**config.mk**
```make
export PLATFORM = sky130hd
export DESIGN_NAME = ahb_upsync_bridge
export DESIGN_NICKNAME = d
export VERILOG_FILES = /design/src/ahb_upsync_bridge.v /design/src/xfer_hold_reg.v
export VERILOG_INCLUDE_DIRS = /design/src
export SDC_FILE = /design/constraint.sdc
export NUM_CORES = 1
export LEC_CHECK = 0
export BUFFER_PORTS_ARGS = -buffer_cell sky130_fd_sc_hd__buf_4
export CORE_MARGIN = 4
export CORE_UTILIZATION = 47
export CTS_BUF_LIST = sky130_fd_sc_hd__clkbuf_16
export CTS_CLUSTER_DIAMETER = 30
export DETAILED_ROUTE_END_ITERATION = 10
export GPL_TIMING_DRIVEN = 0
export PLACE_DENSITY_LB_ADDON = 0.15
export SYNTH_ARGS = -nofsm -noshare
export SYNTH_HDL_FRONTEND = slang
export SYNTH_HIERARCHICAL = 1
export SYNTH_SLANG_ARGS = --single-unit
```
**constraint.sdc**
```tcl
create_clock -name ref_clk -period 1.7 [get_ports ref_clk]
set_input_delay 0.255 -clock ref_clk [delete_from_list [all_inputs] [get_ports ref_clk]]
set_output_delay 0.255 -clock ref_clk [all_outputs]
set_load 0.01 [all_outputs]
```
**src/upsync_bridge_defs.vh**
```
`ifndef UPSYNC_BRIDGE_DEFS_VH
`define UPSYNC_BRIDGE_DEFS_VH

// ----------------------------------------------------------------
// ahb encodings used by the bridge
// ----------------------------------------------------------------
`define TRANS_IDLE      2'h0
`define TRANS_NONSEQ    2'h2
`define BURST_SINGLE    3'h0
`define RESP_OKAY       1'h0
`define RESP_ERROR      1'h1

// protection bit that marks a write as bufferable
`define PROT_BUF_BIT    2

// ----------------------------------------------------------------
// default configuration
// ----------------------------------------------------------------
`define DEF_ADDR_WIDTH  32
`define DEF_DATA_WIDTH  32
`define DEF_MID_WIDTH   1
`define DEF_BURST       0
`define DEF_WBUF        0

`endif

```
**src/ahb_upsync_bridge.v**
```verilog
`timescale 1ns/1ps
`default_nettype none
`include "upsync_bridge_defs.vh"


module ahb_upsync_bridge #(
    parameter addr_width_param      = `DEF_ADDR_WIDTH,
    parameter data_width_param      = `DEF_DATA_WIDTH,  // 32 or 64
    parameter master_id_width_param = `DEF_MID_WIDTH,
    parameter burst_param           = `DEF_BURST,
    parameter write_buffer_param    = `DEF_WBUF
) (
    // clock, reset and slow segment enable
    input  wire                             ref_clk,
    input  wire                             rst,
    input  wire                             slow_clock_enable,
    // slow upstream slave port
    input  wire                             hsel_s,
    input  wire [addr_width_param-1:0]      haddr_s,
    input  wire [1:0]                       htrans_s,
    input  wire [2:0]                       hsize_s,
    input  wire                             hwrite_s,
    input  wire [3:0]                       hprot_s,
    input  wire [2:0]                       hburst_s,
    input  wire [master_id_width_param-1:0] hmaster_s,
    input  wire                             hmastlock_s,
    input  wire [data_width_param-1:0]      hwdata_s,
    input  wire                             hready_s,
    output reg                              hreadyout_s,
    output reg                              hresp_s,
    output reg  [data_width_param-1:0]      hrdata_s,
    // buffering qualifiers from the surrounding system
    input  wire                             exclusive_store,
    input  wire                             buffer_inhibit,
    // fast downstream master port
    output wire [addr_width_param-1:0]      haddr_m,
    output wire [1:0]                       htrans_m,
    output wire [2:0]                       hsize_m,
    output wire                             hwrite_m,
    output wire [3:0]                       hprot_m,
    output wire [2:0]                       hburst_m,
    output wire [master_id_width_param-1:0] hmaster_m,
    output wire                             hmastlock_m,
    output wire [data_width_param-1:0]      hwdata_m,
    input  wire                             hready_m,
    input  wire                             hresp_m,
    input  wire [data_width_param-1:0]      hrdata_m,
    // buffered write error
    output reg                              buffered_write_error_pulse
);

    // ----------------------------------------------------------------
    // word layout of a captured address phase
    // ----------------------------------------------------------------
    localparam ADDR_W = addr_width_param;
    localparam MID_W  = master_id_width_param;
    localparam P_TR   = ADDR_W;                 // transfer type
    localparam P_WR   = ADDR_W + 2;             // write flag
    localparam P_SZ   = ADDR_W + 3;             // size
    localparam P_BU   = ADDR_W + 6;             // burst
    localparam P_PR   = ADDR_W + 9;             // protection
    localparam P_MI   = ADDR_W + 13;            // master id
    localparam P_LK   = ADDR_W + 13 + MID_W;    // lock
    localparam P_BF   = ADDR_W + 14 + MID_W;    // bufferable flag
    localparam HW     = ADDR_W + MID_W + 15;    // whole word

    // ----------------------------------------------------------------
    // one-hot states
    // ----------------------------------------------------------------
    localparam [4:0] S_IDLE  = 5'h01;   // no downstream transfer
    localparam [4:0] S_DATA  = 5'h02;   // unbuffered data phase
    localparam [4:0] S_WAIT  = 5'h04;   // result held for next enable
    localparam [4:0] S_ERR   = 5'h08;   // first error cycle shown
    localparam [4:0] S_BDATA = 5'h10;   // buffered write data phase

    reg  [4:0]                  state;          // controller state
    reg                         hold_valid;     // held transfer waits
    reg                         ack_pending;    // held write awaits okay
    reg                         data_latched;   // buffered data captured
    reg                         cap_err;        // captured error response
    reg  [data_width_param-1:0] cap_rdata;      // captured read data
    wire [HW-1:0]               hold_word;      // held address phase
    wire [data_width_param-1:0] wdata_q;        // buffered write data
    wire [HW-1:0]               up_word;        // live address phase
    wire [HW-1:0]               sel_word;       // word driven downstream
    wire                        up_valid;       // upstream transfer taken
    wire                        up_buf;         // live one bufferable
    wire                        issue_held;     // send held transfer
    wire                        issue_new;      // send live transfer
    wire                        issue;          // any downstream issue
    wire                        sel_buf;        // issued one bufferable
    wire                        hold_take;      // capture into hold
    wire                        latch_take;     // capture write data

    // ----------------------------------------------------------------
    // upstream decode
    // ----------------------------------------------------------------
    // a slow address phase ends on an enable cycle only
    assign up_valid = slow_clock_enable & hsel_s & htrans_s[1] & hready_s;

    // writes with prot bit set, never reads or exclusives
    // external decode may veto buffering absent buffer
    assign up_buf = (write_buffer_param != 0) & hwrite_s
                  & hprot_s[`PROT_BUF_BIT] & ~exclusive_store & ~buffer_inhibit;

    assign up_word = {up_buf, hmastlock_s, hmaster_s, hprot_s, hburst_s,
                      hsize_s, hwrite_s, htrans_s, haddr_s};

    // held transfer goes first once downstream is free
    assign issue_held = state[0] & hold_valid;
    assign issue_new  = state[0] & ~hold_valid & up_valid;
    assign issue      = issue_held | issue_new;
    assign sel_word   = issue_held ? hold_word : up_word;
    assign sel_buf    = sel_word[P_BF];

    // a new transfer during a buffered write is parked
    assign hold_take  = state[4] & up_valid & hreadyout_s & ~hold_valid;

    // write data is valid through the enable the master sees ready on
    assign latch_take = state[4] & slow_clock_enable & hreadyout_s & ~data_latched;

    // ----------------------------------------------------------------
    // downstream forward path, combinational
    // ----------------------------------------------------------------
    assign haddr_m     = sel_word[ADDR_W-1:0];
    assign hsize_m     = sel_word[P_SZ+2:P_SZ];
    assign hwrite_m    = sel_word[P_WR];
    assign hprot_m     = sel_word[P_PR+3:P_PR];
    assign hmaster_m   = sel_word[P_MI+MID_W-1:P_MI];
    assign hmastlock_m = sel_word[P_LK];

    // bursts split into nonseq singles or passed on
    assign htrans_m = !issue ? `TRANS_IDLE :
                      (burst_param != 0) ? sel_word[P_TR+1:P_TR] : `TRANS_NONSEQ;
    assign hburst_m = (burst_param != 0) ? sel_word[P_BU+2:P_BU] : `BURST_SINGLE;

    // buffered data once latched, else the master's live data
    assign hwdata_m = (state[4] & data_latched) ? wdata_q : hwdata_s;

    // ----------------------------------------------------------------
    // holding stores
    // ----------------------------------------------------------------
    xfer_hold_reg #(
        .WIDTH   (HW)
    ) u_hold_addr (
        .ref_clk (ref_clk),
        .rst     (rst),
        .wr_en   (hold_take),
        .wr_data (up_word),
        .rd_data (hold_word)
    );

    xfer_hold_reg #(
        .WIDTH   (data_width_param)
    ) u_hold_data (
        .ref_clk (ref_clk),
        .rst     (rst),
        .wr_en   (latch_take),
        .wr_data (hwdata_s),
        .rd_data (wdata_q)
    );

    // ----------------------------------------------------------------
    // controller and registered feedback
    // ----------------------------------------------------------------
    // upstream ready and response only move on enable cycles
    always @(posedge ref_clk) begin
        if (rst) begin
            state                      <= S_IDLE;
            hold_valid                 <= 1'b0;
            ack_pending                <= 1'b0;
            data_latched               <= 1'b0;
            cap_err                    <= 1'b0;
            cap_rdata                  <= {data_width_param{1'b0}};
            hreadyout_s                <= 1'b1;
            hresp_s                    <= `RESP_OKAY;
            hrdata_s                   <= {data_width_param{1'b0}};
            buffered_write_error_pulse <= 1'b0;
        end else begin
            buffered_write_error_pulse <= 1'b0;
            // data capture flag
            if (latch_take) begin
                data_latched <= 1'b1;
            end
            // early okay for a held bufferable write
            if (ack_pending & slow_clock_enable) begin
                hreadyout_s <= 1'b1;
                hresp_s     <= `RESP_OKAY;
                ack_pending <= 1'b0;
            end
            // park the next transfer with wait states
            if (hold_take) begin
                hold_valid  <= 1'b1;
                hreadyout_s <= 1'b0;
                hresp_s     <= `RESP_OKAY;
            end
            case (state)
                S_IDLE: begin
                    if (issue_held) begin
                        // send the parked transfer
                        hold_valid <= 1'b0;
                        if (sel_buf) begin
                            state        <= S_BDATA;
                            data_latched <= 1'b0;
                            ack_pending  <= 1'b1;
                        end else begin
                            state <= S_DATA;       // master stays waited
                        end
                    end else if (issue_new) begin
                        hresp_s <= `RESP_OKAY;
                        if (sel_buf) begin
                            // okay at once, write done later
                            state        <= S_BDATA;
                            data_latched <= 1'b0;
                            hreadyout_s  <= 1'b1;
                        end else begin
                            // wait states until downstream ends
                            state       <= S_DATA;
                            hreadyout_s <= 1'b0;
                        end
                    end else if (slow_clock_enable) begin
                        hresp_s <= `RESP_OKAY;
                    end
                end
                S_DATA: begin
                    // answer through one register on an enable, else park
                    if (hready_m & slow_clock_enable) begin
                        hrdata_s    <= hrdata_m;
                        hresp_s     <= hresp_m;
                        hreadyout_s <= ~hresp_m;
                        state       <= hresp_m ? S_ERR : S_IDLE;
                    end else if (hready_m) begin
                        cap_err   <= hresp_m;
                        cap_rdata <= hrdata_m;
                        state     <= S_WAIT;
                    end
                end
                S_WAIT: begin
                    // answer parked off an enable goes up on the next one
                    if (slow_clock_enable) begin
                        hrdata_s <= cap_rdata;
                        if (cap_err) begin
                            hresp_s     <= `RESP_ERROR;
                            hreadyout_s <= 1'b0;
                            state       <= S_ERR;
                        end else begin
                            hresp_s     <= `RESP_OKAY;
                            hreadyout_s <= 1'b1;
                            state       <= S_IDLE;
                        end
                    end
                end
                S_ERR: begin
                    // second cycle of the two-cycle error answer
                    if (slow_clock_enable) begin
                        hreadyout_s <= 1'b1;
                        state       <= S_IDLE;
                    end
                end
                S_BDATA: begin
                    // buffered write ends; failure flagged for one cycle
                    if (hready_m) begin
                        buffered_write_error_pulse <= hresp_m;
                        state                      <= S_IDLE;
                    end
                end
                default: begin
                    state <= S_IDLE;
                end
            endcase
        end
    end

endmodule // ahb_upsync_bridge

`default_nettype wire

```
**src/xfer_hold_reg.v**
```verilog
`timescale 1ns/1ps
`default_nettype none

// ----------------------------------------------------------------
// one-entry holding store, read data straight from a register
// ----------------------------------------------------------------
module xfer_hold_reg #(
    parameter WIDTH = 8
) (
    // clock and reset
    input  wire             ref_clk,
    input  wire             rst,
    // write side
    input  wire             wr_en,
    input  wire [WIDTH-1:0] wr_data,
    // read side
    output reg  [WIDTH-1:0] rd_data
);

    // capture on write enable, clear on reset
    always @(posedge ref_clk) begin
        if (rst) begin
            rd_data <= {WIDTH{1'b0}};
        end else if (wr_en) begin
            rd_data <= wr_data;
        end
    end

endmodule // xfer_hold_reg

`default_nettype wire

```
==> impl_metrics.toml, run 1 <==
[run_status]
status = "complete, but fails checks"
violations = "negative setup slack"

[floorplanning]
die_height_um = 129
initial_utilization_pct = 48.7
die_area_um2 = 16600
pin_count = 234
std_cell_rows = 43
coreArea_um2 = 14100
fp.dieW_um = 129

[global_routing]
antenna_found_initial = 0
grt_pass1_wl_um = 31900
grt_usage_pct = 23.8
grt_pass1_vias = 6394
grt_overflow = 0
grt_max_degree = 17

[sta]
worst_pin_slew_ps = 763
timing.fmax_mhz = 518
holdWs_ps = 73.9
rsz0062_at_grt = "true"
fin_crit_ps = 1930
finalSetupTns_ps = -19620
setup_ws_ps = -232
fin_crit_sh_pct = 114
final-hold-violation-count = 0
setup_viol = 145
relSlewSlack_pct = 49.2
fin_skew_ps = 7.19
drv_slew = 0

[placement]
port_buffers = 223
dp_hpwl_um = 12800
gp_congestion = 0.883

[setup_path]
crit_type = "reg -> out"
setup.worst_path.end_class = "output port"
r2r_slack_ps = -220
crit_path_max_fanout = 6
cp.required_ps = 1440
slowest_stage = "dfxtp_4"
crit_arrival_ps = 1680
startpoint_type = "flop"
r2r-start = "state[0]$_SDFFE_PP1P_"
ff2ff_path_depth = 5
crit_top_cell = "clkbuf_16"
cp_cell_sequence = "clkbuf_16 -> nand2_8 -> clkbuf_16 -> mux2_4 -> buf_6"
slowest_delay_ps = 360
crit_family = "buffers and inverters"
crit_buf_inv = 3
timing.rr.end = "state[0]$_SDFFE_PP1P_"

[power]
intPower_w = 0.00712
sw_frac_of_total_pct = 26.2
peakVddDrop_mv = 0.709
power.density_nw_per_um2 = 837
clock_power_share_pct = 38.2
p_sw_w = 0.00253
leakagePower_nw = 4.94
seqPwrFrac_pct = 38.9
power.total_w = 0.00965
combinationalPowerShare_pct = 23.0

[final_layout]
final_layout_size_suffix_gt1_share_pct = 52.0
multiInputGateArea_um2 = 4230
regArea_um2 = 3040
final_nets = 1162
fillers = 804
area_growth_pct = 67.8
insertedDiodeCount = 0

[worst_hold_path]
hold_depth = 3
hold_start = "hwdata_s[6]"
hold_path.class = "in -> reg"
whs_endpoint = "u_hold_data/rd_data[6]$_SDFFE_PP0P_"

[clocking]
worstSkewPairLatency_ps = 430
max-clock-path-buffers = 2
cts_hold_buf = 0
clk_pin_slew_worst_paths_ps = 60
cts-root-buf = "clkbuf_16"
cts_buffers = 17
cts_tree = "done"
htreeDepth = 4
clock-sinks = 151

[synthesis]
synth_warnings = 6
avgSynthCellArea_um2 = 9.24
synthesis.area_um2 = 6870
synthCells = 743

[route]
viasPerCell = 5.39
wl_per_cell_um = 18.0
via_count = 6648
drt_iter0_drc = 411
wl_um = 22200
drt_pre_antenna_iters = 5
final_antenna_net_count = 0
drc = 0

[run]
maxCapViolations = 0
## worst max path at each step
stage	start	endpoint	slack [ps]	depth (start not counted)
floorplan	state[0]$_SDFFE_PP1P_	haddr_m[10]	5	4
global placement	state[0]$_SDFFE_PP1P_	haddr_m[13]	-500	5
detailed placement	state[0]$_SDFFE_PP1P_	haddr_m[21]	-490	5
CTS	state[0]$_SDFFE_PP1P_	haddr_m[27]	-260	5
global route	state[0]$_SDFFE_PP1P_	haddr_m[16]	-260	5
finish	state[0]$_SDFFE_PP1P_	haddr_m[16]	-230	5
## registers in the layout (all words and copies together), names as in the netlist, 5 cells and up
| signal | flops |
|---|---|
| u_hold_addr/rd_data | 43 |
| cap_rdata | 32 |
| hrdata_s | 32 |
| u_hold_data/rd_data | 32 |
| state | 5 |
## cell type report
| class | instances | area share [%] |
|---|---|---|
| Clock buffer | 17 | 3.69 |
| Multi-Input combinational cell | 528 | 36.7 |
| Timing Repair Buffer | 279 | 24.0 |
| Inverter | 4 | 0.130 |
| Buffer | 61 | 5.82 |
| Clock inverter | 14 | 1.23 |
| Sequential cell | 151 | 26.4 |
| Tap cell | 180 | 1.95 |
## cells in the final DEF (no fill, tap or decap), drive strengths merged, types with 2 or more instances in the layout
master  instances
nand2         138
nand2b          4
or3b            2
or4             2
clkbuf         40
bufinv          3
a211oi          2
or3             4
buf           317
nor3b           2
mux2           74
o22ai           2
clkinv         10
dfxtp         151
o32ai           2
or2             2
a31oi          33
inv             4
nor2           81
xnor2           2
nand4           2
a21oi          37
mux2i          75
conb            5
o21ai          37
nor3            3
nand3           4
## worst reg2reg max path, delay by kind of cell (launching register included)
family	cells	cell delay, ps
AOI/OAI and AO/OA	2	470
buffers and inverters	1	180
DFF	1	360
and+or+nand+nor	2	800
## metrics by stage
step / instance area, µm² / cells / util (%) / setup slack, ps
6_report: 11500 / 1234 / 81.8 / -232
5_1_grt: 11500 / 1234 / 81.8 / -265
4_1_cts: 10600 / 1215 / 75.4 / -261
3_5_place_dp: 8780 / 1150 / 62.3 / -485
3_3_place_gp: 8780 / 1150 / 62.3 / -500
2_1_floorplan: 6880 / 747 / - / 5.24
## power by group through the flow
stage | combinational (W) | clock [W] | sequential [W]
finish | 0.00222 | 0.00368 | 0.00375
global route | 0.00235 | 0.00386 | 0.00376
CTS | 0.00191 | 0.00371 | 0.00373
detailed placement | 0.00149 | 0 | 0.00379
global placement | 0.00148 | 0 | 0.00380
floorplan | 0.000800 | 0 | 0.00381
## layer usage
layer,routed length (µm),track usage (%)
met1,8810,29.1
met4,496,9.14
met5,0,0
met2,11300,40.6
met3,1520,5.60
## repair_timing
item,CTS,global route
setup endpoints to repair,178,155
setup buffers,25,18
pin swaps,43,47
endpoints found under the hold margin,0,0
gates resized for setup,231,177
cloned,12,8
No activity file was read; power rests on OpenSTA's default activity.
==> run 2: changes to the inputs <==
- clock period: 1.7 -> 1.6 ns (I/O delays scaled with it)
==> run 2 against run 1 <==
Net effect:
- sequential cell count is the same
- clock power up 11%
- combinational power increased by 27%
- critical path depth increased by 2
- global-route usage grew 0.99 points
- clock skew down 0.87 ps
- final cell count grew 1.9%
- clock-buffer cell count did not move
- non-clock buffer count up 22
- wire length is 13% higher
- the flow still finishes with violations (negative setup slack)
- critical endpoint is now hrdata_s[14]$_SDFFE_PP0P_
- hold slack lost 5.7 ps
- largest cell class unchanged
- via count up 6.0%
==> impl_metrics.toml, run 2 (synthesized netlist as in run 1, its figures left out) <==
[run_status]
status = "complete, but fails checks"
violations = "negative setup slack"

[placement]
placed_area_um2 = 8840
port_buffers = 223
dp_hpwl_um = 13000
gp_congestion = 0.840

[sta]
drv_slew = 0
fin_crit_sh_pct = 126
relSlewSlack_pct = 48.6
fin_crit_ps = 2020
setup_ws_ps = -416
finalSetupTns_ps = -44180
rsz0062_at_grt = "true"
worst_pin_slew_ps = 771
fin_skew_ps = 6.32
timing.fmax_mhz = 496
final-hold-violation-count = 0
setup_viol = 179

[final_layout]
final_layout_size_suffix_gt1_share_pct = 55.1
top_register = "u_hold_addr/rd_data"
final_nets = 1185
post-route-util_pct = 84.7
finish.instance_area_um2 = 11900
final_cell_mix = "buf_4, dfxtp_1, buf_6"
largest_reg_flops = 43
area_growth_pct = 73.9
insertedDiodeCount = 0
final_common_cell = "buf_4"

[clocking]
cts_tree = "done"
cts-root-buf = "clkbuf_16"
worstSkewPairLatency_ps = 420
cts_hold_buf = 0
cts_buffers = 17
clock-sinks = 151
htreeDepth = 4
max-clock-path-buffers = 2
clk_pin_slew_worst_paths_ps = 60

[route]
drc = 0
via_count = 7045
wl_per_cell_um = 19.9
viasPerCell = 5.60
drt_pre_antenna_iters = 5
drt_iter0_drc = 424
final_antenna_net_count = 0
wl_um = 25000

[floorplanning]
std_cell_rows = 43
die_height_um = 129
coreArea_um2 = 14100
pin_count = 234
fp.dieW_um = 129
die_area_um2 = 16600
initial_utilization_pct = 48.7

[worst_hold_path]
hold_depth = 3
whs_endpoint = "u_hold_addr/rd_data[43]$_SDFFE_PP0P_"
hold_path.class = "in -> reg"
hold_start = "hprot_s[2]"

[setup_path]
setup.worst_path.end_class = "flop"
crit_arrival_ps = 2340
timing.rr.end = "hrdata_s[14]$_SDFFE_PP0P_"
r2r-start = "state[3]$_SDFFE_PP0P_"
r2r_slack_ps = -420
startpoint_type = "flop"
ff2ff_path_depth = 7
crit_type = "reg -> reg"
cp.required_ps = 1920
crit_path_max_fanout = 10

[power]
power.density_nw_per_um2 = 911
leakagePower_nw = 5.27
peakVddDrop_mv = 0.917

[global_routing]
grt_usage_pct = 24.8
grt_max_degree = 17
grt_overflow = 0
antenna_found_initial = 0
grt_pass1_vias = 6607
grt_pass1_wl_um = 33200

[run]
maxCapViolations = 0
## run 2: changes by cell type in the layout (fill, tap and decap cells not counted), moves of 3 or more
cell and delta:
buf_4 -3, o21ai_1 +17, o21ai_2 -18, nand2_2 +25
nand2_1 -33, mux2i_1 -5, mux2i_2 +4, nand2_4 +7
buf_6 +15, buf_8 +7
## run 2: timing repair
action / in CTS / in global routing
pin swaps: 17 / 63
endpoints found under the hold margin: 0 / 0
setup endpoints to repair: 185 / 194
buffers inserted: 34 / 33
gates resized for setup: 265 / 188
cloned: 14 / 7
## run 2: where the power goes
part | switching (W) | internal, W | leakage (nW)
clock network | 0.00153 | 0.00256 | 0.299
registers | 0.0000888 | 0.00388 | 1.22
logic | 0.00125 | 0.00157 | 3.75
total | 0.00287 | 0.00801 | 5.27
## run 2: metal layers
layer	vias to the layer above	GRT usage, %	part of all wire (%)
met3	86	6.02	7.4
met5	-	0	0
met2	379	40.8	50
met1	3372	31.3	39
li1	3208	-	-
met4	0	10.0	4.1
## run 2: layout make-up
type / instances / area [µm²]
tap: 180 / 225
clock buffer: 17 / 425
sequential: 151 / 3040
timing repair buffer: 304 / 3090
clock inverter: 14 / 166
multi-input combinational: 529 / 4350
buffer: 58 / 637
inverter: 4 / 15.0
fill: 699 / 2150
## run 2: through the flow
stage                     cells  total power [W]  worst slack (ps)  hold WS [ps]
after global routing       1257           0.0112              -462          70.0
after floorplan             747          0.00493             -83.8           312
after CTS                  1228           0.0102              -356          58.3
after global placement     1150          0.00563              -476           444
after detailed placement   1150          0.00564              -516           450
final                      1257           0.0109              -416          68.2
## run 2: worst max-delay path by stage
stage	start	endpoint	slack, ps	cells past startpoint
after global routing	state[4]$_SDFFE_PP0P_	hrdata_s[24]$_SDFFE_PP0P_	-460	9
after global placement	state[0]$_SDFFE_PP1P_	haddr_m[4]	-480	5
after detailed placement	slow_clock_enable	u_hold_addr/rd_data[29]$_SDFFE_PP0P_	-520	10
after CTS	state[4]$_SDFFE_PP0P_	hrdata_s[28]$_SDFFE_PP0P_	-360	8
final	state[3]$_SDFFE_PP0P_	hrdata_s[14]$_SDFFE_PP0P_	-420	7
after floorplan	state[2]$_SDFFE_PP0P_	state[0]$_SDFFE_PP1P_	-80	5
## run 2: worst max-delay path: stages, from the launching register on
cell      delay [ps]
dfxtp_1          330
buf_4            180
or3b_4           450
a211oi_4         270
buf_6            200
buf_6            160
o21ai_1           80
a31oi_1          240
==> run 3: changes to the inputs <==
- CORE_UTILIZATION: 47 -> 52
- clock period: 1.6 -> 2 ns (I/O delays scaled with it)
==> run 3 against run 2 <==
Net effect:
- the run now ends clean
- worst setup slack gained 420 ps
- sequential power down 20%
- clock power decreased by 24%
- non-clock buffer count is 66 lower
- register-to-register slack improved by 470 ps
- wire length is 24% lower
- final cell count shrank 6.0%
- critical endpoint is now hprot_m[2]
==> impl_metrics.toml, run 3 (synthesized netlist as in run 1, its figures left out) <==
[clocking]
cts-root-buf = "clkbuf_16"
clk_pin_slew_worst_paths_ps = 60
cts_tree = "done"
max-clock-path-buffers = 2
cts_buffers = 17
htreeDepth = 4
worstSkewPairLatency_ps = 420
clock-sinks = 151
cts_hold_buf = 0

[sta]
timing.fmax_mhz = 501
fin_crit_sh_pct = 99.7
drv_slew = 0
fin_skew_ps = 7.60
setup_viol = 0
worst_pin_slew_ps = 522
fin_crit_ps = 1990
relSlewSlack_pct = 65.2
finalSetupTns_ps = 0
final-hold-violation-count = 0
rsz0062_at_grt = "true"

[route]
viasPerCell = 5.29
drt_iter0_drc = 387
wl_um = 19000
drt_pre_antenna_iters = 6
final_antenna_net_count = 0
drc = 0
via_count = 6251
wl_per_cell_um = 16.1

[global_routing]
grt_pass1_wl_um = 28100
grt_overflow = 0
grt_usage_pct = 23.4
antenna_found_initial = 0
grt_max_degree = 17
grt_pass1_vias = 5750

[floorplanning]
std_cell_rows = 41
die_height_um = 123
fp.dieW_um = 123
die_area_um2 = 15100
pin_count = 234
initial_utilization_pct = 53.8
coreArea_um2 = 12800

[power]
leakagePower_nw = 4.13
peakVddDrop_mv = 0.622
power.density_nw_per_um2 = 784

[worst_hold_path]
hold_depth = 3
hold_start = "hwdata_s[14]"
whs_endpoint = "u_hold_data/rd_data[14]$_SDFFE_PP0P_"
hold_path.class = "in -> reg"

[final_layout]
fin_cells = 1181
fillers = 929
largest_reg_flops = 43
top_register = "u_hold_addr/rd_data"
insertedDiodeCount = 0
final_layout_size_suffix_gt1_share_pct = 39.5
area_growth_pct = 42.5
final_cell_mix = "buf_4, dfxtp_1, nand2_1"
final_common_cell = "buf_4"
final_nets = 1118

[setup_path]
crit_arrival_ps = 1690
crit_type = "reg -> out"
setup.worst_path.end_class = "output port"
r2r_slack_ps = 50
crit_path_max_fanout = 7
r2r-start = "state[0]$_SDFFE_PP1P_"
cp.required_ps = 1700
startpoint_type = "flop"
timing.rr.end = "hrdata_s[16]$_SDFFE_PP0P_"
ff2ff_path_depth = 7

[placement]
port_buffers = 223
gp_congestion = 0.890
dp_cells = 1142
dp_hpwl_um = 12900

[run]
maxCapViolations = 0

[run_status]
status = "complete, no violations"
## run 3: changes by cell type in the layout (fill, tap and decap cells not counted), sizes merged
| cell | delta |
|---|---|
| or4 | -1 |
| bufbuf | -2 |
| clkinvlp | +2 |
| bufinv | -1 |
| buf | -62 |
| clkinv | -2 |
| clkbuf | -2 |
## run 3: worst max-delay path by stage
| stage | startpoint | end | slack [ps] | cells past startpoint |
|---|---|---|---|---|
| after global routing | state[0]$_SDFFE_PP1P_ | hmastlock_m | -40 | 5 |
| after global placement | state[0]$_SDFFE_PP1P_ | haddr_m[5] | -270 | 5 |
| after floorplan | state[0]$_SDFFE_PP1P_ | haddr_m[10] | 260 | 4 |
| after detailed placement | state[0]$_SDFFE_PP1P_ | haddr_m[5] | -270 | 5 |
| after CTS | state[0]$_SDFFE_PP1P_ | haddr_m[13] | -30 | 5 |
| final | state[0]$_SDFFE_PP1P_ | hprot_m[2] | 6 | 5 |
## run 3: critical path, stage by stage (launching register included)
cell       delay (ps)
dfxtp_4           350
clkbuf_16         170
nand2_8           120
clkbuf_16         160
mux2_2            330
buf_4             140
## run 3: metrics by stage
step | util [%] | worst slack [ps] | power, W | hold WS (ps) | cell area (µm²)
floorplan | - | 260 | 0.00392 | 372 | 6880
global placement | 68.7 | -273 | 0.00448 | 442 | 8770
detailed placement | 68.7 | -266 | 0.00449 | 447 | 8770
CTS | 74.3 | -31.2 | 0.00764 | 111 | 9490
global route | 76.6 | -35.1 | 0.00794 | 119 | 9780
finish | 76.6 | 5.52 | 0.00767 | 121 | 9780
## run 3: repair_timing
action,CTS,global route
setup endpoints to repair,72,95
pin swaps,1,2
cloned,1,4
setup buffers,2,3
resized for setup,37,50
## run 3: layout make-up
| type | instances | area, µm² | area share (%) |
|---|---|---|---|
| Timing Repair Buffer | 232 | 1870 | 19.1 |
| Clock buffer | 17 | 425 | 4.35 |
| Multi-Input combinational cell | 528 | 3530 | 36.0 |
| Sequential cell | 151 | 3030 | 31.0 |
| Buffer | 64 | 563 | 5.75 |
| Inverter | 4 | 15.0 | 0.153 |
| Clock inverter | 13 | 141 | 1.45 |
| Tap cell | 172 | 215 | 2.20 |
## run 3: power by group
part,internal (W),total (W),switching (W),leakage [nW]
Clock,0.00192,0.00311,0.00119,0.284
Sequential,0.00310,0.00316,0.0000529,1.22
Combinational,0.000709,0.00140,0.000692,2.63
## run 3: layer usage
layer,wire [µm],vias to the layer above,global-route usage [%]
met5,0,-,0
met4,325,0,8.26
met3,1400,27,5.54
met2,9440,243,39.2
met1,7860,2911,29.6
li1,-,3070,-
